File: config.mk
export PLATFORM = sky130hd
export DESIGN_NAME = ifs_ctrl
export DESIGN_NICKNAME = d
export VERILOG_FILES = /design/src/ifs_pkg.sv /design/src/ifs_ctrl.sv
export SDC_FILE = /design/constraint.sdc
export NUM_CORES = 1
export LEC_CHECK = 0
export BUFFER_PORTS_ARGS = -buffer_cell sky130_fd_sc_hd__buf_2
export CAP_MARGIN = 40
export CORE_MARGIN = 8
export CORE_UTILIZATION = 52
export CTS_CLUSTER_SIZE = 8
export DETAILED_ROUTE_END_ITERATION = 6
export PLACE_DENSITY = 0.8
export SLEW_MARGIN = 20
export SYNTH_ARGS = -nofsm -noshare
export SYNTH_HDL_FRONTEND = slang
export SYNTH_SLANG_ARGS = --single-unit
File: constraint.sdc
create_clock -name aclk -period 2.5 [get_ports aclk]
set_input_delay 0.25 -clock aclk [delete_from_list [all_inputs] [get_ports aclk]]
set_output_delay 0.25 -clock aclk [all_outputs]
set_load 0.05 [all_outputs]
File: src/ifs_pkg.sv
// Constants and carrier types for the I2C format switch and flag block
package ifs_pkg;
  // ==========================================================
  // Register byte offsets
  localparam logic [7:0] IFS_STC_OFF = 8'h00;
  localparam logic [7:0] IFS_FSC_OFF = 8'h04;
  localparam logic [7:0] IFS_MSC_OFF = 8'h08;
  localparam logic [7:0] IFS_STAT_OFF = 8'h0C;
  localparam logic [7:0] IFS_MODE_OFF = 8'h10;
  // ==========================================================
  // Field positions
  localparam int IFS_STC_ACC = 4;
  localparam int IFS_STC_X0 = 5;
  localparam int IFS_STC_X1 = 6;
  localparam int IFS_FSC_SWE = 7;
  localparam int IFS_FSC_SW = 6;
  localparam int IFS_FSC_IE = 5;
  localparam int IFS_FSC_IF = 4;
  localparam int IFS_MSC_CH0 = 4;
  localparam int IFS_MSC_CH1 = 3;
  localparam int IFS_MODE_CH1 = 4;
  // ==========================================================
  // Reset values and codes
  localparam logic [7:0] IFS_STC_RST = 8'h00;
  localparam logic [3:0] IFS_CLR_RD = 4'hF;
  localparam logic [1:0] IFS_MSTP_RST = 2'h3;
  localparam logic [2:0] IFS_CKS_RST = 3'h0;
  localparam logic [3:0] IFS_CLR_CH0 = 4'h5;
  localparam logic [3:0] IFS_CLR_CH1 = 4'hA;
  localparam logic [1:0] IFS_RESP_OK = 2'h0;
  localparam logic [1:0] IFS_RESP_ERR = 2'h2;
  // ==========================================================
  // Transfer states, Gray coded along the usual path
  typedef enum logic [3:0] {
    IFS_IDLE = 4'h0, IFS_STSET = 4'h1, IFS_STOK = 4'h3, IFS_MEND = 4'h2,
    IFS_MWAIT = 4'h6, IFS_ARBL = 4'h7, IFS_SADR = 4'h5, IFS_SGC = 4'h4,
    IFS_SADX = 4'hC, IFS_SEND = 4'hD, IFS_SENDX = 4'hF, IFS_STOPD = 4'hE
  } ifs_xst_t;
  // Status flags of channel 0, bit 11 down to bit 0
  typedef struct packed {
    logic transfer_irq_flag;
    logic master_select;
    logic transmit_select;
    logic bus_busy_flag;
    logic error_stop_flag;
    logic stop;
    logic continuous_transfer_flag;
    logic second_address_match;
    logic al;
    logic own_address_match;
    logic general_call_match;
    logic ack_bit;
  } ifs_stat_t;
  // One-cycle events from the shift engine of channel 0
  typedef struct packed {
    logic start_req;
    logic start_ok;
    logic wait_ins;
    logic xfer_end;
    logic addr1;
    logic addr2;
    logic gcall;
    logic stop_det;
    logic dtc_acc;
    logic dtc_done;
    logic rw;
    logic ack_bit;
  } ifs_evt_t;
endpackage

File: src/ifs_ctrl.sv
// Control, format switch and status flags of a two-channel I2C interface
// Summary of operation
// - Arbitration lost when own SCL high at fall
// - Rate extension bit plus clock select field
// - Access enable gates interface register access
// - Formatless select picks channel 0 format
// - Formatless set only after read as zero
// - Formatless clears by write or SCL fall
// - Auto switch enable permits format change
// - Change flag sets on fall, read-then-zero clears
// - Change interrupt enable gates the flag
// - Latch clear bits write-only, read as one
// - Code 0101 clears channel 0 latch
// - Module stop bits reset to one
// - No continuous flag during first-address window
// - Count done clears empty/full, keeps flags
// - Idle state shows all flags zero
// - Start satisfied sets master, transmit, busy, continuous
// - Transfer end continuous set, wait clears it
// - First address match sets match and busy
// - General call sets call flag and ack
// - Second-address end sets continuous and match
// - Arbitration lost on data mismatch at rise
// - Setting formatless raises transfer interrupt flag
`timescale 1ns/1ps
`default_nettype none
module ifs_ctrl (
  // Clock, reset, enable
  input wire logic aclk,
  input wire logic aresetn,
  input wire logic ce,
  // AXI4-Lite write channels
  input wire logic awvalid,
  output logic awready,
  input wire logic [7:0] awaddr,
  input wire logic wvalid,
  output logic wready,
  input wire logic [31:0] wdata,
  input wire logic [3:0] wstrb,
  output logic bvalid,
  input wire logic bready,
  output logic [1:0] bresp,
  // AXI4-Lite read channels
  input wire logic arvalid,
  output logic arready,
  input wire logic [7:0] araddr,
  output logic rvalid,
  input wire logic rready,
  output logic [31:0] rdata,
  output logic [1:0] rresp,
  // I2C pins, sampled only
  input wire logic scl_pin,
  input wire logic sda_pin,
  // Shift engine of channel 0
  input wire logic scl_drv,
  input wire logic sda_drv,
  input wire ifs_pkg::ifs_evt_t evt,
  // Control outputs
  output logic [3:0] rate_ch0,
  output logic [3:0] rate_ch1,
  output logic formatless_select,
  output logic [1:0] module_stop,
  output logic [1:0] latch_clr,
  output logic fmt_irq,
  output ifs_pkg::ifs_stat_t status,
  output logic tx_data_empty,
  output logic rx_data_full
);
  import ifs_pkg::*;

  // ==========================================================
  // Register state
  logic host_access_enable_q;
  logic rate_extend_ch0_q;
  logic rate_extend_ch1_q;
  logic auto_format_change_enable_q;
  logic format_change_irq_enable_q;
  logic format_change_flag_q;
  logic [2:0] clock_select_ch0_q;
  logic [2:0] clock_select_ch1_q;
  logic sw_arm_q;
  logic if_arm_q;
  logic [11:0] stat_arm_q;
  ifs_xst_t xst_q;
  ifs_xst_t xst_d;
  ifs_stat_t flags_d;

  // ==========================================================
  // Pin synchronisers and edge detect
  logic scl_s1_q, scl_s2_q, scl_s3_q;
  logic sda_s1_q, sda_s2_q;
  logic scl_fall, scl_rise;

  // Only the second and third stages feed logic, the first is metastable
  always_ff @(posedge aclk) begin
    if (!aresetn) begin
      {scl_s1_q, scl_s2_q, scl_s3_q} <= 3'h7;
      {sda_s1_q, sda_s2_q} <= 2'h3;
    end else if (ce) begin
      scl_s1_q <= scl_pin;
      scl_s2_q <= scl_s1_q;
      scl_s3_q <= scl_s2_q;
      sda_s1_q <= sda_pin;
      sda_s2_q <= sda_s1_q;
    end
  end

  assign scl_fall = scl_s3_q & ~scl_s2_q;
  assign scl_rise = ~scl_s3_q & scl_s2_q;

  // ==========================================================
  // AXI4-Lite write path
  logic aw_full_q, w_full_q;
  logic [7:0] wa_q;
  logic [31:0] wd_q;
  logic ws_q;
  logic wr_go, wr_ok;
  logic wr_stc, wr_fsc, wr_msc, wr_stat, wr_mode;

  // Address and data are held until both are here, in either order
  always_ff @(posedge aclk) begin
    if (!aresetn) begin
      awready <= 1'b1;
      aw_full_q <= 1'b0;
      wa_q <= 8'h00;
    end else if (ce) begin
      if (awvalid && awready) begin
        wa_q <= awaddr;
        aw_full_q <= 1'b1;
        awready <= 1'b0;
      end else if (wr_go) begin
        aw_full_q <= 1'b0;
        awready <= 1'b1;
      end
    end
  end

  always_ff @(posedge aclk) begin
    if (!aresetn) begin
      wready <= 1'b1;
      w_full_q <= 1'b0;
      wd_q <= 32'h0000_0000;
      ws_q <= 1'b0;
    end else if (ce) begin
      if (wvalid && wready) begin
        wd_q <= wdata;
        ws_q <= wstrb[0];
        w_full_q <= 1'b1;
        wready <= 1'b0;
      end else if (wr_go) begin
        w_full_q <= 1'b0;
        wready <= 1'b1;
      end
    end
  end

  // Interface registers are blocked while host access is off
  assign wr_go = aw_full_q & w_full_q & ~bvalid;
  assign wr_ok = (wa_q == IFS_STC_OFF) || (wa_q == IFS_FSC_OFF) ||
                 (wa_q == IFS_MSC_OFF) ||
                 (host_access_enable_q &&
                  ((wa_q == IFS_STAT_OFF) || (wa_q == IFS_MODE_OFF)));
  assign wr_stc = wr_go & ws_q & (wa_q == IFS_STC_OFF);
  assign wr_fsc = wr_go & ws_q & (wa_q == IFS_FSC_OFF);
  assign wr_msc = wr_go & ws_q & (wa_q == IFS_MSC_OFF);
  assign wr_stat = wr_go & ws_q & wr_ok & (wa_q == IFS_STAT_OFF);
  assign wr_mode = wr_go & ws_q & wr_ok & (wa_q == IFS_MODE_OFF);

  // Response one cycle after both halves are held
  always_ff @(posedge aclk) begin
    if (!aresetn) begin
      bvalid <= 1'b0;
      bresp <= IFS_RESP_OK;
    end else if (ce) begin
      if (wr_go) begin
        bvalid <= 1'b1;
        bresp <= wr_ok ? IFS_RESP_OK : IFS_RESP_ERR;
      end else if (bready) begin
        bvalid <= 1'b0;
      end
    end
  end

  // ==========================================================
  // AXI4-Lite read path
  logic [31:0] rd_val;
  logic rd_ok, rd_go;

  // Latch clear bits always read as ones
  always_comb begin
    rd_val = 32'h0000_0000;
    rd_ok = 1'b1;
    unique case (araddr)
      IFS_STC_OFF: begin
        rd_val[IFS_STC_ACC] = host_access_enable_q;
        rd_val[IFS_STC_X0] = rate_extend_ch0_q;
        rd_val[IFS_STC_X1] = rate_extend_ch1_q;
      end
      IFS_FSC_OFF: begin
        rd_val[IFS_FSC_SWE] = auto_format_change_enable_q;
        rd_val[IFS_FSC_SW] = formatless_select;
        rd_val[IFS_FSC_IE] = format_change_irq_enable_q;
        rd_val[IFS_FSC_IF] = format_change_flag_q;
        rd_val[3:0] = IFS_CLR_RD;
      end
      IFS_MSC_OFF: begin
        rd_val[IFS_MSC_CH0] = module_stop[0];
        rd_val[IFS_MSC_CH1] = module_stop[1];
      end
      IFS_STAT_OFF: begin
        rd_ok = host_access_enable_q;
        rd_val[11:0] = host_access_enable_q ? status : 12'h000;
      end
      IFS_MODE_OFF: begin
        rd_ok = host_access_enable_q;
        if (host_access_enable_q) begin
          rd_val[2:0] = clock_select_ch0_q;
          rd_val[IFS_MODE_CH1 +: 3] = clock_select_ch1_q;
        end
      end
      default: rd_ok = 1'b0;
    endcase
  end

  assign rd_go = arvalid & arready;

  always_ff @(posedge aclk) begin
    if (!aresetn) begin
      arready <= 1'b1;
      rvalid <= 1'b0;
      rdata <= 32'h0000_0000;
      rresp <= IFS_RESP_OK;
    end else if (ce) begin
      if (rd_go) begin
        arready <= 1'b0;
        rvalid <= 1'b1;
        rdata <= rd_val;
        rresp <= rd_ok ? IFS_RESP_OK : IFS_RESP_ERR;
      end else if (rvalid && rready) begin
        rvalid <= 1'b0;
        arready <= 1'b1;
      end
    end
  end

  // Reads arm the read-then-write clears and the formatless set
  always_ff @(posedge aclk) begin
    if (!aresetn) begin
      sw_arm_q <= 1'b0;
      if_arm_q <= 1'b0;
      stat_arm_q <= 12'h000;
    end else if (ce) begin
      if (rd_go && araddr == IFS_FSC_OFF) begin
        sw_arm_q <= ~formatless_select;
        if_arm_q <= format_change_flag_q;
      end else if (wr_fsc) begin
        sw_arm_q <= 1'b0;
        if_arm_q <= 1'b0;
      end
      if (rd_go && araddr == IFS_STAT_OFF && host_access_enable_q)
        stat_arm_q <= status;
      else if (wr_stat)
        stat_arm_q <= 12'h000;
    end
  end

  // ==========================================================
  // Plain control registers
  always_ff @(posedge aclk) begin
    if (!aresetn) begin
      {rate_extend_ch1_q, rate_extend_ch0_q} <= IFS_STC_RST[1:0];
      host_access_enable_q <= IFS_STC_RST[IFS_STC_ACC];
    end else if (ce && wr_stc) begin
      host_access_enable_q <= wd_q[IFS_STC_ACC];
      rate_extend_ch0_q <= wd_q[IFS_STC_X0];
      rate_extend_ch1_q <= wd_q[IFS_STC_X1];
    end
  end

  always_ff @(posedge aclk) begin
    if (!aresetn) begin
      clock_select_ch0_q <= IFS_CKS_RST;
      clock_select_ch1_q <= IFS_CKS_RST;
    end else if (ce && wr_mode) begin
      clock_select_ch0_q <= wd_q[2:0];
      clock_select_ch1_q <= wd_q[IFS_MODE_CH1 +: 3];
    end
  end

  // Rate select is extension bit above the clock select field
  always_ff @(posedge aclk) begin
    if (!aresetn) begin
      rate_ch0 <= {IFS_STC_RST[0], IFS_CKS_RST};
      rate_ch1 <= {IFS_STC_RST[0], IFS_CKS_RST};
    end else if (ce) begin
      rate_ch0 <= {rate_extend_ch0_q, clock_select_ch0_q};
      rate_ch1 <= {rate_extend_ch1_q, clock_select_ch1_q};
    end
  end

  // Both channels come out of reset stopped
  always_ff @(posedge aclk) begin
    if (!aresetn)
      module_stop <= IFS_MSTP_RST;
    else if (ce && wr_msc)
      module_stop <= {wd_q[IFS_MSC_CH1], wd_q[IFS_MSC_CH0]};
  end

  // Write data is not kept; only the two defined codes act
  always_ff @(posedge aclk) begin
    if (!aresetn)
      latch_clr <= 2'h0;
    else if (ce) begin
      latch_clr[0] <= wr_fsc && wd_q[3:0] == IFS_CLR_CH0;
      latch_clr[1] <= wr_fsc && wd_q[3:0] == IFS_CLR_CH1;
    end
  end

  // ==========================================================
  // Format switch of channel 0
  logic auto_fall, sw_set;

  assign auto_fall = scl_fall & auto_format_change_enable_q;
  assign sw_set = wr_fsc & wd_q[IFS_FSC_SW] & sw_arm_q & ~formatless_select & ~auto_fall;

  always_ff @(posedge aclk) begin
    if (!aresetn) begin
      auto_format_change_enable_q <= 1'b0;
      format_change_irq_enable_q <= 1'b0;
    end else if (ce && wr_fsc) begin
      auto_format_change_enable_q <= wd_q[IFS_FSC_SWE];
      format_change_irq_enable_q <= wd_q[IFS_FSC_IE];
    end
  end

  // The bus edge wins over a software set in the same cycle
  always_ff @(posedge aclk) begin
    if (!aresetn)
      formatless_select <= 1'b0;
    else if (ce) begin
      if (auto_fall)
        formatless_select <= 1'b0;
      else if (sw_set)
        formatless_select <= 1'b1;
      else if (wr_fsc && !wd_q[IFS_FSC_SW])
        formatless_select <= 1'b0;
    end
  end

  // A set arriving with the clearing write is kept
  always_ff @(posedge aclk) begin
    if (!aresetn)
      format_change_flag_q <= 1'b0;
    else if (ce) begin
      if (auto_fall)
        format_change_flag_q <= 1'b1;
      else if (wr_fsc && !wd_q[IFS_FSC_IF] && if_arm_q)
        format_change_flag_q <= 1'b0;
    end
  end

  always_ff @(posedge aclk) begin
    if (!aresetn)
      fmt_irq <= 1'b0;
    else if (ce)
      fmt_irq <= format_change_flag_q & format_change_irq_enable_q;
  end

  // ==========================================================
  // Transfer state and status flags of channel 0
  logic run0, kill0, mtx, al_ev, ev_any;

  assign run0 = ~module_stop[0];
  assign kill0 = ~run0 | latch_clr[0];
  assign mtx = status.master_select & status.transmit_select;
  assign al_ev = mtx & ((scl_fall & scl_drv) |
                        (scl_rise & (sda_drv != sda_s2_q)));

  // Priority: arbitration, stop, start, address, wait, end
  always_comb begin
    xst_d = xst_q;
    if (al_ev) xst_d = IFS_ARBL;
    else if (evt.stop_det) xst_d = IFS_STOPD;
    else if (evt.start_ok) xst_d = IFS_STOK;
    else if (evt.start_req) xst_d = IFS_STSET;
    else if (evt.addr1) xst_d = IFS_SADR;
    else if (evt.addr2) xst_d = IFS_SADX;
    else if (evt.gcall) xst_d = IFS_SGC;
    else if (evt.wait_ins) xst_d = IFS_MWAIT;
    else if (evt.xfer_end) begin
      if (status.master_select) xst_d = IFS_MEND;
      else if (xst_q == IFS_SADX || xst_q == IFS_SENDX)
        xst_d = IFS_SENDX;
      else xst_d = IFS_SEND;
    end
  end

  // Flag pattern of each transfer state
  always_comb begin
    flags_d = '0;
    unique case (xst_d)
      IFS_IDLE: flags_d = '0;
      IFS_STSET: {flags_d.master_select, flags_d.transmit_select} = 2'h3;
      IFS_STOK: {flags_d.master_select, flags_d.transmit_select, flags_d.bus_busy_flag, flags_d.continuous_transfer_flag} = 4'hF;
      IFS_MWAIT, IFS_MEND: begin
        flags_d.master_select = 1'b1;
        flags_d.transmit_select = evt.rw;
        flags_d.bus_busy_flag = 1'b1;
        flags_d.ack_bit = evt.ack_bit;
        flags_d.continuous_transfer_flag = (xst_d == IFS_MEND);
      end
      IFS_ARBL: {flags_d.bus_busy_flag, flags_d.al} = 2'h3;
      IFS_SADR: {flags_d.bus_busy_flag, flags_d.own_address_match} = 2'h3;
      IFS_SGC: {flags_d.bus_busy_flag, flags_d.general_call_match, flags_d.ack_bit} = 3'h7;
      IFS_SADX: {flags_d.bus_busy_flag, flags_d.second_address_match} = 2'h3;
      IFS_SEND, IFS_SENDX: begin
        flags_d.transmit_select = evt.rw;
        flags_d.bus_busy_flag = 1'b1;
        flags_d.continuous_transfer_flag = (xst_d == IFS_SENDX);
        flags_d.second_address_match = (xst_d == IFS_SENDX);
        flags_d.ack_bit = evt.ack_bit & (xst_d == IFS_SEND);
      end
      IFS_STOPD: flags_d.stop = 1'b1;
      default: flags_d = '0;
    endcase
    flags_d.transfer_irq_flag = xst_d != IFS_STSET;
  end

  assign ev_any = al_ev | evt.stop_det | evt.start_ok | evt.start_req |
                  evt.addr1 | evt.addr2 | evt.gcall | evt.wait_ins | evt.xfer_end;

  always_ff @(posedge aclk) begin
    if (!aresetn)
      xst_q <= IFS_IDLE;
    else if (ce) begin
      if (kill0) xst_q <= IFS_IDLE;
      else if (ev_any && !formatless_select) xst_q <= xst_d;
    end
  end

  // New events win over software clears in the same cycle
  logic [11:0] clr_mask;
  always_comb begin
    clr_mask = wr_stat ? (stat_arm_q & ~wd_q[11:0]) : 12'h000;
    if (evt.dtc_acc) clr_mask[11] = 1'b1;
    if (clr_mask[11]) clr_mask[6] = 1'b1;
  end

  always_ff @(posedge aclk) begin
    if (!aresetn)
      status <= '0;
    else if (ce) begin
      if (kill0)
        status <= '0;
      else if (ev_any && !formatless_select)
        status <= flags_d;
      else begin
        status <= status & ~clr_mask;
        if (sw_set) status.transfer_irq_flag <= 1'b1;
      end
    end
  end

  // Count done clears empty/full only; status flags stay set
  always_ff @(posedge aclk) begin
    if (!aresetn) begin
      tx_data_empty <= 1'b0;
      rx_data_full <= 1'b0;
    end else if (ce) begin
      if (kill0 || evt.dtc_done || evt.dtc_acc) begin
        tx_data_empty <= 1'b0;
        rx_data_full <= 1'b0;
      end else if (evt.xfer_end) begin
        tx_data_empty <= evt.rw;
        rx_data_full <= ~evt.rw;
      end
    end
  end
endmodule
`default_nettype wire

; After elaboration in Yosys (flattened, before gate mapping)
; Cells that the tools add are included.
[classes]
eq_ne = 25
mux = 67
bitwise_logic = 43
n_reduce_logical = 61
[ops]
columns = op, n
row1 = $mux 12, 6
row2 = $mux 4, 13
row3 = $mux 1, 33
row4 = $eq 8x4->1 const B, 4
row5 = $eq 4x4->1 const B, 7
row6 = $reduce_and 2->1, 14
row7 = $and 12x12->12, 2
row8 = $not 12->12, 2
row9 = $and 1x1->1, 23
row10 = $eq 4x3->1 const B, 5
row11 = $reduce_bool 2->1, 9
row12 = $logic_and 1x1->1, 17
row13 = $eq 8x3->1 const B, 2
row14 = $eq 8x5->1 const B, 2
row15 = $logic_not 8->1, 2
row16 = $or 1x1->1, 10
row17 = $pmux 1 s3, 3
row18 = $pmux 3 s3, 1
row19 = $reduce_or 9->1, 1
row20 = $eq 4x2->1 const B, 2
row21 = $pmux 1 s2, 4
row22 = $pmux 2 s4, 1
row23 = $reduce_or 2->1, 4
row24 = $reduce_or 4->1, 2
row25 = other kinds (11), 27
[totals]
register_bits = 107
in_bits = 76
word_cells = 246

; Logic depth before layout (Yosys ltp)
; Gate-level depths: netlist of run 1.
[depth]
depth_word = 18
depth_mapped = 8
ltp_nobuf = 6

; Least setup slack after synthesis of run 1
; OpenSTA, ideal clock, no wires.
[synth_path]
path_type = flip-flop to flip-flop
start = register status[10] in the netlist's numbering
end = register status[6] in the netlist's numbering
t_arrival_ns = 2.023
required_ns = 2.430
path_slack_ns = 0.407
stages_incl_launch_ff = 7
n_path_buf = 0
period_less_slack_ns = 2.093
path_cell_list = dfxtp_1 and4b_4 a22oi_4 a21oi_1 nand3_1 or3_1 a21boi_1
[synth_between]
elab_chain_len = 14
[synth_rtl]
columns = item, line_no
row1 = start: declaration, ifs_ctrl.sv:65  ; output ifs_pkg::ifs_stat_t status,
row2 = start signal: assignment, ifs_ctrl.sv:456  ; status <= flags_d;
row3 = start signal: assignment, ifs_ctrl.sv:458  ; status <= status & ~clr_mask;
row4 = $mux 4, ifs_ctrl.sv:391  ; if (status.master_select) xst_d = IFS_MEND;
row5 = $mux 4, ifs_ctrl.sv:390  ; else if (evt.xfer_end) begin
row6 = $mux 4, ifs_ctrl.sv:389  ; else if (evt.wait_ins) xst_d = IFS_MWAIT;
row7 = $mux 4, ifs_ctrl.sv:388  ; else if (evt.gcall) xst_d = IFS_SGC;
row8 = $mux 4, ifs_ctrl.sv:387  ; else if (evt.addr2) xst_d = IFS_SADX;
row9 = $mux 4, ifs_ctrl.sv:386  ; else if (evt.addr1) xst_d = IFS_SADR;
row10 = $mux 4, ifs_ctrl.sv:385  ; else if (evt.start_req) xst_d = IFS_STSET;
row11 = $mux 4, ifs_ctrl.sv:384  ; else if (evt.start_ok) xst_d = IFS_STOK;
row12 = $mux 4, ifs_ctrl.sv:383  ; else if (evt.stop_det) xst_d = IFS_STOPD;
row13 = $mux 4, ifs_ctrl.sv:382  ; if (al_ev) xst_d = IFS_ARBL;
row14 = $eq 4x4->1, ifs_ctrl.sv:401  ; unique case (xst_d)
row15 = $mux 1, ifs_ctrl.sv:401
row16 = $mux 12 (*), ifs_ctrl.sv:455  ; else if (ev_any && !formatless_select)
row17 = $mux 12 (*), ifs_ctrl.sv:453  ; if (kill0)
; Every way passes the cells marked *; elsewhere a longest branch is shown, timed or not.
; A chain may end at the register's enable or synchronous reset.

; Worst setup path after layout of run 1
[layout_path]
start = register wa_q[0]
end = register stat_arm_q[7]
[layout_between]
elab_chain_len = 8
[layout_rtl]
columns = item, line_no
row1 = start: declaration, ifs_ctrl.sv:114  ; logic [7:0] wa_q;
row2 = start signal: assignment, ifs_ctrl.sv:128  ; wa_q <= awaddr;
row3 = "$eq 8x3->1, or another cell as far along", ifs_ctrl.sv:159  ; assign wr_ok = (wa_q == IFS_STC_OFF) || (wa_q == IFS_FSC_OFF) ||
row4 = $logic_or 1x1->1 (on tied branches), "ifs_ctrl.sv:159, ifs_ctrl.sv:162"
row5 = $logic_or 1x1->1 / $logic_and 1x1->1 (equally long branches), "ifs_ctrl.sv:159, ifs_ctrl.sv:161"
row6 = $logic_or 1x1->1, ifs_ctrl.sv:160  ; (wa_q == IFS_MSC_OFF) ||
row7 = $and 1x1->1, ifs_ctrl.sv:166  ; assign wr_stat = wr_go & ws_q & wr_ok & (wa_q == IFS_STAT_OFF);
row8 = $and 1x1->1 (*), ifs_ctrl.sv:166
row9 = $reduce_bool 2->1 (no line) (*), n/a
row10 = $reduce_and 2->1 (no line) (*), n/a
row11 = end signal: assignment, ifs_ctrl.sv:261  ; stat_arm_q <= status;
row12 = end: declaration, ifs_ctrl.sv:83  ; logic [11:0] stat_arm_q;
; Marked as above.

==> impl_summary.md, run 1 <==
Setup path
At the worst endpoint, the required time is 2.77 ns. The type of the worst setup path is reg2reg. The critical path's slowest cell is nor4b_1. The launching element type of the critical path is a flip-flop. Walking the worst path, the cells encountered are nor4b_1 -> and4_1 -> a21oi_1 -> buf_4 -> nand2_1 -> o21ai_0 -> and2_1.

The buffers plus inverters on the worst setup path is 1. The arrival time at the worst endpoint is 2.51 ns. The critical path depth is 7. On the worst path, the slowest cell contributes a delay of 0.56 ns. In this run the critical register-to-register path is launched from wa_q[0]. STA classifies the critical path endpoint as a flip-flop. The register-to-register setup slack is around 0.26 ns.

The end of the worst register-to-register path is stat_arm_q[7]. In this run the worst path has a maximum fanout of 8. The cell depth of the worst flop-to-flop path is 7. In this design, the largest share of critical-path delay is due to simple AND/OR/NAND/NOR gates.

Synth
The count of different cell masters after synthesis is 69. The cell type with the highest aggregate area in the netlist is dfxtp_1. The number of synthesized flops with an enable pin is 0. The dominant combinational cell family by area after synthesis is simple AND/OR/NAND/NOR gates.

The area share of fa/ha/maj cells after synthesis is 0%. In the post-synthesis netlist, the cell with the most instances is dfxtp_1. After synthesis, the cell types taking the most area are dfxtp_1 41%, nand2_1 6.7%, mux2i_1 5.4%.

Dividing the synthesized area by the synthesized cell count gives 8.624 sq um. The share of the synthesized netlist area taken by xor and xnor gates is 0.1698%. The cell count after synthesis came out at between 500 and 600. The multiplexer area fraction after synthesis is under 10%. The share of the yosys chip area belonging to registers is 40.76%.

The mapped netlist covers 0.005157 sq mm. The most instantiated flip-flop cell in the synthesis netlist is dfxtp_1. The count of yosys warnings during synthesis is 0.

Of the post-synthesis cell area, the dominant cell type holds around two fifths. The share of synthesized registers carrying an async set or reset is 0%. The area fraction in and, or, nand and nor cells after synthesis is between 20% and 30%. By count the netlist is led by 105 x dfxtp_1, 92 x nand2_1, 41 x nor2b_1, 37 x a21boi_0. After synthesis the netlist holds a flip-flop and latch count of 105. The fraction of the mapped netlist area in compound gates is 20.04%.

Timing
The clock skew is 0.01348 ns. The minimum setup slack in the final design is 0.2587 ns. The accumulated negative setup slack is 0 ns.

The number of slew-limit violations in the final report is 0. The worst slew margin relative to its limit is a little under three fifths. Static timing analysis puts the maximum clock frequency at 446.2 MHz. Setup repair after global routing left no endpoint under its margin. The tightest hold path in the finished design has a slack of approximately 0.11 ns. For the pin with the worst max-slew slack, the measured transition is approximately 0.66 ns. The hold violation total from the final report is 0. The final clock period utilization by the worst path is 89.65%. The final period demand of the worst path is between 2 and 2.5 ns.

The final setup violation count is 0.

Detailed routing
In the final routed layout, each cell accounts on average for 16.70 um. Using the TritonRoute via totals, the vias-per-cell ratio works out to 5.627. The number of vias after detailed routing is 4597. In this run the remaining antenna-violating nets after routing total 0. In the routed design, unresolved DRC markers number 0.

The final wirelength is 13650 um. The violation count after the first detailed-routing iteration is roughly 260. The number of detailed-route iterations in the first pass is 5.

Global routing
The first-pass GRT wire length is approximately 22000 um. Summed over all layers, the global routing overflow is 0. The number of antenna violations at the first check in global routing is 0. The largest net degree at the start of global routing is 70. The via count of the first global-routing pass is 4475. The overall fraction of global-route tracks in use is between 20% and 30%.

Layout
The final layout contains 756 nets. The number of antenna diodes is 0. The fraction of layout cells with a size suffix above 1 is around a fifth. The finished cells cover 0.005842 sq mm. From synthesis to final layout, the design area changed by 13.27%.

Clock network
The number of H-tree levels is 3. Clock tree synthesis found a total of 105 sinks. The library cell used as clock root buffer is clkbuf_8. The maximum count of clock buffers along a single path is 2. The post-cts repair resize count is 0. The total clock buffers created by CTS is 9. Clock latency on the worst-skew pair, taken at its later pin, is 0.37 ns. The buffer count from post-CTS setup fixing is 0. The register clock-pin slew on the reported worst setup and hold paths is 0.10 ns. TritonCTS built the clock tree. The number of buffers inserted for hold repair after clock tree synthesis is 0.

Placement
Summing all placed instances gives a cell area of 0.005662 sq mm. The half-perimeter wire length after placement is 10400 um. The worst slack at placement is 0.3184 ns. The number of buffers added on ports is 99. Routability-driven placement finished with a final weighted congestion of 0.9617.

Run
The total of max-cap violations is 0.

Die
The floorplan step defined a die boundary enclosing 0.01336 sq mm. The height of the die is 115.6 um. The core outline area is just under 0.01 sq mm. For this configuration, the core starts out at a cell density of 53.26%.

The placement row count is 36. In this run the horizontal extent of the chip is 115.6 um. The number of I/O pins is 145.

Power
For this design the ratio of total power to cell area is 529.2 mW/mm^2. The worst ir drop on vdd is 282.7 uV. In this run the static leakage power is 2.253 nW.

Run status
The run finished with clean final reports.

Hold path
The end point of the worst hold path is scl_s1_q. The worst hold path class is in2reg. The hold path startpoint is scl_pin. Along the worst hold path, the cell count comes to 3.
## worst max-delay path by stage
stage | start | end | slack, ns
after CTS | wa_q[0] | stat_arm_q[7] | 0.29
after detailed placement | wa_q[0] | stat_arm_q[7] | 0.32
after global placement | host_access_enable_q | stat_arm_q[7] | 0.27
after floorplan | status[10] | status[6] | 0.41
final | wa_q[0] | stat_arm_q[7] | 0.26
after global routing | wa_q[0] | stat_arm_q[3] | 0.12
## metrics by stage
stage	total power, mW	instances	utilization [%]
finish	3.091	817	60.32
detailed placement	2.150	802	58.46
floorplan	2.064	619	-
global route	3.192	817	60.32
CTS	3.099	817	60.32
global placement	2.141	801	58.39
## cells by family after synthesis
group | after synthesis
and+or+nand+nor | 256
AOI/OAI and AO/OA | 145
buffers and inverters | 62
muxes | 28
DFF | 105
xor gates and xnor gates | 1
other | 1
## routing by layer
metal  GRT usage, %  vias to the layer above  wire, um
met5              0                        -         0
met4          7.268                        0       233
met3          4.377                       29      1138
met2          34.07                      186      6599
met1          24.56                     2143      5674
li1               -                     2239         -
## final cells by class
| cell class | instances | area, sq um |
|---|---|---|
| multi-input combinational | 452 | 2806 |
| fill | 871 | 3842 |
| sequential | 105 | 2102 |
| tap | 133 | 166.4 |
| timing repair buffer | 107 | 568.0 |
| clock inverter | 4 | 28.78 |
| clock buffer | 11 | 151.4 |
| inverter | 5 | 18.77 |
## worst reg2reg max path, stage by stage (launching register included)
cell and delay (ns):
dfxtp_1 0.35, nor4b_1 0.56, and4_1 0.43, a21oi_1 0.25, buf_4 0.24, nand2_1 0.08, o21ai_0 0.08, and2_1 0.16
## placed cells by master (no fill, tap or decap), types with 7 or more instances in the layout
cell        n
dfxtp_1   105
buf_2      99
nand2_1    92
nor2b_1    41
a21boi_0   37
a21oi_1    28
mux2i_1    28
o21ai_0    23
conb_1     22
nor2_1     19
nand3_1    18
nand2b_1   11
clkbuf_8   11
a22oi_1    10
nor3b_1     9
nor4_1      7
nand4_1     7
and2_1      7
nor3_1      7
nand3b_1    7
buf_4       7
## power breakdown
group / internal (mW) / leakage (nW) / switching [mW]
Clock: 0.412 / 0.0874 / 0.564
Combinational: 0.118 / 1.32 / 0.263
Sequential: 1.70 / 0.850 / 0.0328
## flip-flops by register name, indices dropped and copies added, names as in the netlist, 4 cells and up
| name | cells |
|---|---|
| status | 12 |
| wd_q | 12 |
| stat_arm_q | 12 |
| rate_ch0 | 4 |
| xst_q | 4 |
| rdata | 12 |
| wa_q | 8 |
| rate_ch1 | 4 |
No activity file was read; power rests on OpenSTA's default activity.
==> inputs of run 2 (changes only) <==
--- a/config.mk
+++ b/config.mk
@@ -12,6 +12,8 @@
 export CTS_CLUSTER_SIZE = 8
 export DETAILED_ROUTE_END_ITERATION = 6
 export PLACE_DENSITY = 0.8
+export RECOVER_POWER = 50
+export SKIP_LAST_GASP = 1
 export SLEW_MARGIN = 20
 export SYNTH_ARGS = -nofsm -noshare
 export SYNTH_HDL_FRONTEND = slang
==> run 2 against run 1 <==
Highest routed layer unchanged. First-iteration DRC count is 1.9% lower. Largest power group unchanged. Count of clock-buffer cells in the layout stayed put. Core utilization is 0.53 points lower. Setup slack better by 0.0059 ns. Worst hold slack better by 0.0014 ns. Critical path depth stayed put. Critical path type unchanged.
==> impl_summary.md, run 2 (synthesis gave the netlist of run 1 again) <==
Run status
The run finished with clean final reports.

Die
The initial core utilization was 53.26% (unchanged). The core outline area was 0.009684 sq mm (unchanged). The placement row count is 36 (unchanged). The total die area came to 0.01336 sq mm (unchanged). The height of the die is 115.6 um (unchanged).

The floorplan die width is 115.6 um (unchanged). The number of I/O pins is 145 (unchanged).

Placement
The number of buffers added on ports came to 99 (unchanged). The worst slack at placement was 0.3184 ns (unchanged). The routability congestion estimate is 0.9617 (unchanged). The half-perimeter wire length after placement is 10400 um (unchanged).

Timing
The worst slew margin relative to its limit is 55.71% (-0.23 points). The clock skew was 0.01418 ns (+0.0007029 ns). The minimum setup slack in the final design is 0.2646 ns (+0.005860 ns). The number of slew-limit violations in the final report is 0 (unchanged). The hold violation total from the final report was 0 (unchanged).

The worst-margin pin slew was 0.6593 ns (+0.003382 ns). The fmax came to 447.3 MHz (+0.26%). The final clock period utilization by the worst path is 89.42% (-0.23 points). Setup repair after global routing left no endpoint under its margin.

The accumulated negative setup slack is 0 ns (unchanged). The final setup violation count is 0 (unchanged). The final period demand of the worst path came to 2.235 ns (-0.005860 ns).

Detailed routing
The residual antenna-violating net count after detailed routing is 0 (unchanged). The number of vias after detailed routing is 4614 (+0.37%). The number of detailed-route iterations in the first pass is 5 (unchanged). The post-detailed-route via-to-cell ratio was 5.647 (+0.37%). The violation count after the first detailed-routing iteration came to 252 (-1.9%).

The routed wire length per instance came to 16.80 um (+0.59%). The final routed DRC violation total is 0 (unchanged). The final wirelength is 13730 um (+0.59%).

Power
The ratio of total power to cell area was 533.4 mW/mm^2 (+0.80%). The part of the total power dissipated in combinational logic is 12.2% (about the same). The worst ir drop on vdd came to 283.2 uV (+0.17%). The internal power summed over all cells is 2.229 mW (-0.15%). The switching power of the nets was 860.1 uW (about the same). The switching part of the total power is 27.85% (+0.046 points).

The leakage power is 2.094 nW (-7.1%). The part of the total power dissipated in sequential elements came to 56.2% (about the same). The relative contribution of the clock network to total power came to 31.6% (about the same).

Layout
The number of antenna diodes is 0 (unchanged). The number of fill cells in the layout came to 894 (+2.6%). The top cell types in the final layout, fill and taps aside, are 105 x dfxtp_1, 92 x nand2_1, 61 x buf_2, 41 x nor2b_1, 39 x clkbuf_1.

The fraction of layout cells with a size suffix above 1 came to 14.62% (-5.7 points). The area of the multi-input gates is 0.002806 sq mm (unchanged). Compared with the post-synthesis result, the final layout area differs by 12.28%. The final net count is 756 (unchanged).

The sequential standard cell area is 0.002102 sq mm (unchanged). Leaving out fill and tap cells, the most frequent cell in the layout is dfxtp_1.

Global routing
The global route total overflow came to 0 (unchanged). The overall fraction of global-route tracks in use is 20.13% (unchanged). The first-pass GRT wire length is 21580 um (unchanged). The largest net degree at the start of global routing was 70 (unchanged). The number of antenna violations at the first check in global routing is 0 (unchanged). The via count of the first global-routing pass is 4475 (unchanged).

Clock network
The total clock buffers created by CTS came to 9 (unchanged). The maximum count of clock buffers along a single path is 2 (unchanged). The number of H-tree levels is 3 (unchanged). The insertion delay to the later sink of the worst-skew pair came to 0.37 ns (about the same).

The post-cts repair resize count came to 0 (unchanged). The number of buffers inserted for hold repair after clock tree synthesis is 0 (unchanged). The number of clock sinks came to 105 (unchanged).

The register clock-pin slew on the reported worst setup and hold paths is 0.10 ns (about the same). The library cell used as clock root buffer is clkbuf_8. The buffer count from post-CTS setup fixing is 0 (unchanged). The CTS tree is built.

Hold path
The instance count along the most critical hold path is 3 (unchanged). The worst hold path class is in2reg.

Setup path
The register-to-register setup slack came to 0.26 ns (about the same). The largest fanout of any net on the critical path came to 8 (unchanged). The launching element type of the critical path is a flip-flop. The cell depth of the worst flop-to-flop path is 7 (unchanged). The worst setup path is captured at a flip-flop. The type of the worst setup path is reg2reg.

The arrival time at the worst endpoint was 2.50 ns (about the same). The required time at the endpoint of the critical path is 2.77 ns (about the same).

Run
The total of max-cap violations is 0 (unchanged).
==> run 2: cell types whose count changed in the layout (fill, tap and decap cells not counted) <==
cell,change
buf_4,-1
buf_2,-38
clkbuf_1,+39
==> run 2: worst paths after layout <==
check                              from             to
worst max-delay path            wa_q[0]  stat_arm_q[7]
worst min-delay path            scl_pin       scl_s1_q
worst max register to register  wa_q[0]  stat_arm_q[7]
worst min register to register  wd_q[9]        wd_q[9]
==> run 2: per-layer routing <==
metal	share of wire [%]	GRT usage [%]	vias to the layer above
li1	-	-	2243
met1	42	24.56	2160
met2	48	34.07	188
met3	7.7	4.377	23
met4	1.7	7.268	0
met5	0	0	-
==> run 2: through the flow <==
step,cells,cell area [sq um],hold slack [ns],util (%),power (mW)
finish,817,5791,0.1095,59.79,3.089
global route,817,5791,0.09511,59.79,3.189
CTS,817,5842,0.09351,60.32,3.099
detailed placement,802,5662,0.4576,58.46,2.150
global placement,801,5654,0.4480,58.39,2.141
floorplan,619,5236,0.3784,-,2.064
==> run 2: layout make-up <==
cell class / count / area share, %
multi-input combinational: 452 / 48.47
inverter: 5 / 0.3241
clock buffer: 11 / 2.615
tap: 133 / 2.874
sequential: 105 / 36.30
timing repair buffer: 107 / 8.924
clock inverter: 4 / 0.4970
==> run 2: critical path, cell delays in order (launching register included) <==
cell and delay (ns):
dfxtp_1 0.34, nor4b_1 0.55, and4_1 0.43, a21oi_1 0.25, buf_4 0.24, nand2_1 0.08
o21ai_0 0.08, and2_1 0.16
==> run 2: power groups by stage <==
stage / Sequential [mW] / Combinational [mW] / Clock (mW)
after floorplan: 1.79 / 0.271 / 0
after global placement: 1.77 / 0.368 / 0
after detailed placement: 1.77 / 0.376 / 0
after CTS: 1.73 / 0.377 / 0.987
after global routing: 1.74 / 0.406 / 1.04
final: 1.74 / 0.378 / 0.975
==> inputs of run 3 (changes only) <==
--- a/config.mk
+++ b/config.mk
@@ -8,10 +8,10 @@
 export BUFFER_PORTS_ARGS = -buffer_cell sky130_fd_sc_hd__buf_2
 export CAP_MARGIN = 40
 export CORE_MARGIN = 8
-export CORE_UTILIZATION = 52
+export CORE_UTILIZATION = 55
 export CTS_CLUSTER_SIZE = 8
 export DETAILED_ROUTE_END_ITERATION = 6
-export PLACE_DENSITY = 0.8
+export PLACE_DENSITY = 0.84
 export RECOVER_POWER = 50
 export SKIP_LAST_GASP = 1
 export SLEW_MARGIN = 20
==> constraint.sdc (replaced) <==
create_clock -name aclk -period 2.8 [get_ports aclk]
set_input_delay 0.28 -clock aclk [delete_from_list [all_inputs] [get_ports aclk]]
set_output_delay 0.28 -clock aclk [all_outputs]
set_load 0.05 [all_outputs]
==> run 3 against run 2 <==
Combinational power fell by 11%. Final cell count fell by 2.7%. Worst hold slack improved by 0.028 ns. Count of clock-buffer cells in the layout fell by 1. Final area fell by 0.76%. Sequential power fell by 11%. First-iteration DRC count fell by 1.6%. Largest cell class unchanged. Largest power group unchanged.
==> impl_summary.md, run 3 (synthesis gave the netlist of run 1 again) <==
Setup path
The type of the worst setup path is reg2reg. The required time at the endpoint of the critical path is 3.06 ns (+0.29 ns). The end of the worst register-to-register path is status[10]. The largest fanout of any net on the critical path is 10 (+2).

The origin of the critical flop-to-flop path is status[10]. The arrival time at the worst endpoint is 2.37 ns (-0.13 ns). The launching element type of the critical path is a flip-flop. The most critical setup path has its startpoint at status[10]. The register-to-register setup slack came to 0.69 ns (+0.43 ns). The worst setup path is captured at a flip-flop. The last element of the critical path is status[10]. The cell depth of the worst flop-to-flop path was 5 (-2).

Placement
The routability congestion estimate was 0.8903 (-7.4%). The placed instance area is 0.005622 sq mm (-0.71%). The half-perimeter wire length after placement is 10250 um (-1.4%).

The number of buffers added on ports came to 99 (unchanged). The placed instance count is 780 (-2.7%).

Timing
The final setup violation count is 0 (unchanged). The accumulated negative setup slack is 0 ns (unchanged). The clock skew is 0.008512 ns (-0.005668 ns). The worst-margin pin slew is 1.280 ns (+0.6209 ns). The final clock period utilization by the worst path is 75.32% (-14 points). The worst slew margin relative to its limit came to 14.65% (-41 points).

The number of slew-limit violations in the final report was 0 (unchanged). The hold violation total from the final report is 0 (unchanged). The final period demand of the worst path is 2.109 ns (-0.1263 ns).

Setup repair after global routing left no endpoint under its margin. The fmax is 474.1 MHz (+6.0%).

Clock network
The number of clock sinks is 105 (unchanged). The register clock-pin slew on the reported worst setup and hold paths is 0.09 ns (about the same). The number of H-tree levels is 3 (unchanged). The buffer count from post-CTS setup fixing is 0 (unchanged).

Clock tree synthesis selected as its root buffer the cell clkbuf_8. The post-cts repair resize count is 0 (unchanged). The total clock buffers created by CTS came to 9 (unchanged).

The insertion delay to the later sink of the worst-skew pair is 0.36 ns (about the same). TritonCTS built the clock tree. The maximum count of clock buffers along a single path is 2 (unchanged).

The number of buffers inserted for hold repair after clock tree synthesis came to 0 (unchanged).

Layout
The sequential standard cell area is 0.002102 sq mm (unchanged). The number of fill cells in the layout was 827 (-7.5%). The most common cell after layout, fill and taps aside is dfxtp_1. The non-filler instance count after layout is 795 (-2.7%). The number of antenna diodes is 0 (unchanged).

The final core area utilization was 62.79% (+3.0 points). Relative to the synthesized area, the layout overhead comes to 11.43%. The fraction of layout cells with a size suffix above 1 is 14.33% (-0.29 points). The final net count was 756 (unchanged). The post-route standard cell area excluding fillers came to 0.005747 sq mm (-0.76%). In the layout the commonest cells are 105 x dfxtp_1, 92 x nand2_1, 58 x buf_2, 41 x nor2b_1, 41 x clkbuf_1. The area of the multi-input gates is 0.002806 sq mm (unchanged).

Die
The number of I/O pins is 145 (unchanged). The core outline area came to 0.009153 sq mm (-5.5%). The height of the die was 112.8 um (-2.4%). The total die area is 0.01273 sq mm (-4.7%). The placement row count is 35 (-2.8%). The floorplan die width is 112.8 um (-2.4%). The initial core utilization is 56.35% (+3.1 points).

Global routing
The number of antenna violations at the first check in global routing came to 0 (unchanged). The largest net degree at the start of global routing was 84 (+20%). The overall fraction of global-route tracks in use is 20.90% (+0.76 points). The global route total overflow is 0 (unchanged). The first-pass GRT wire length is 21780 um (+0.96%).

The via count of the first global-routing pass is 4459 (-0.36%).

Detailed routing
The post-detailed-route via-to-cell ratio is 5.805 (+2.8%). The final routed DRC violation total is 0 (unchanged). The violation count after the first detailed-routing iteration is 248 (-1.6%). The routed wire length per instance came to 17.20 um (+2.4%). The number of detailed-route iterations in the first pass came to 5 (unchanged).

The final wirelength came to 13680 um (-0.37%). The residual antenna-violating net count after detailed routing is 0 (unchanged). The number of vias after detailed routing was 4615 (+0.022%).

Run status
The run finished with clean final reports.

Power
The leakage power is 2.074 nW (-0.95%). The ratio of total power to cell area is 479.2 mW/mm^2 (-10%). The worst ir drop on vdd was 290.0 uV (+2.4%).

The total power after layout was 2.754 mW (-11%).

Hold path
The worst hold path class is in2reg. The instance count along the most critical hold path is 3 (unchanged).

Run
The total of max-cap violations is 0 (unchanged).
==> run 3: changes by cell type in the layout (fill, tap and decap cells not counted), sizes merged <==
| cell | delta |
|---|---|
| buf | -3 |
| clkbuf | +2 |
| inv | +1 |
==> run 3: layout make-up <==
| class | instances | share of cell area [%] |
|---|---|---|
| flip-flops and latches | 105 | 36.58 |
| clock inverters | 5 | 0.7185 |
| multi-input cells | 452 | 48.84 |
| well taps | 111 | 2.417 |
| repair buffers | 107 | 8.731 |
| inverters | 5 | 0.3266 |
| clock buffers | 10 | 2.395 |
==> run 3: how the worst min path moves through the flow <==
stage | slack [ns] | to | from
2_1_floorplan | 0.41 | scl_s1_q | scl_pin
3_3_place_gp | 0.45 | tx_data_empty | tx_data_empty
3_5_place_dp | 0.46 | wd_q[10] | wd_q[10]
4_1_cts | 0.13 | scl_s1_q | scl_pin
5_1_grt | 0.14 | scl_s1_q | scl_pin
6_report | 0.14 | scl_s1_q | scl_pin
==> run 3: per-layer routing <==
metal | vias up | GRT usage, % | part of all wire [%]
li1 | 2236 | - | -
met1 | 2140 | 24.60 | 43
met2 | 196 | 34.28 | 45
met3 | 43 | 6.124 | 8.3
met4 | 0 | 9.892 | 3.6
met5 | - | 0 | 0
==> run 3: worst max-delay path: stages (launching register included) <==
cell and delay [ns]:
dfxtp_1 0.53, and4b_4 0.31, a22oi_4 0.11, a21oi_2 0.53
o311ai_0 0.28, a22o_1 0.25
==> run 3: through the flow <==
stage | hold slack (ns) | setup slack [ns]
after floorplan | 0.4084 | 0.7067
after global placement | 0.4450 | 0.6900
after detailed placement | 0.4552 | 0.6563
after CTS | 0.1261 | 0.7181
after global routing | 0.1390 | 0.5613
final | 0.1373 | 0.6909
==> run 3: report_power, final <==
group	leakage, nW	internal, mW	total, mW	switching, mW
registers	0.850	1.52	1.55	0.0306
clock network	0.0850	0.349	0.867	0.518
logic	1.14	0.102	0.336	0.234
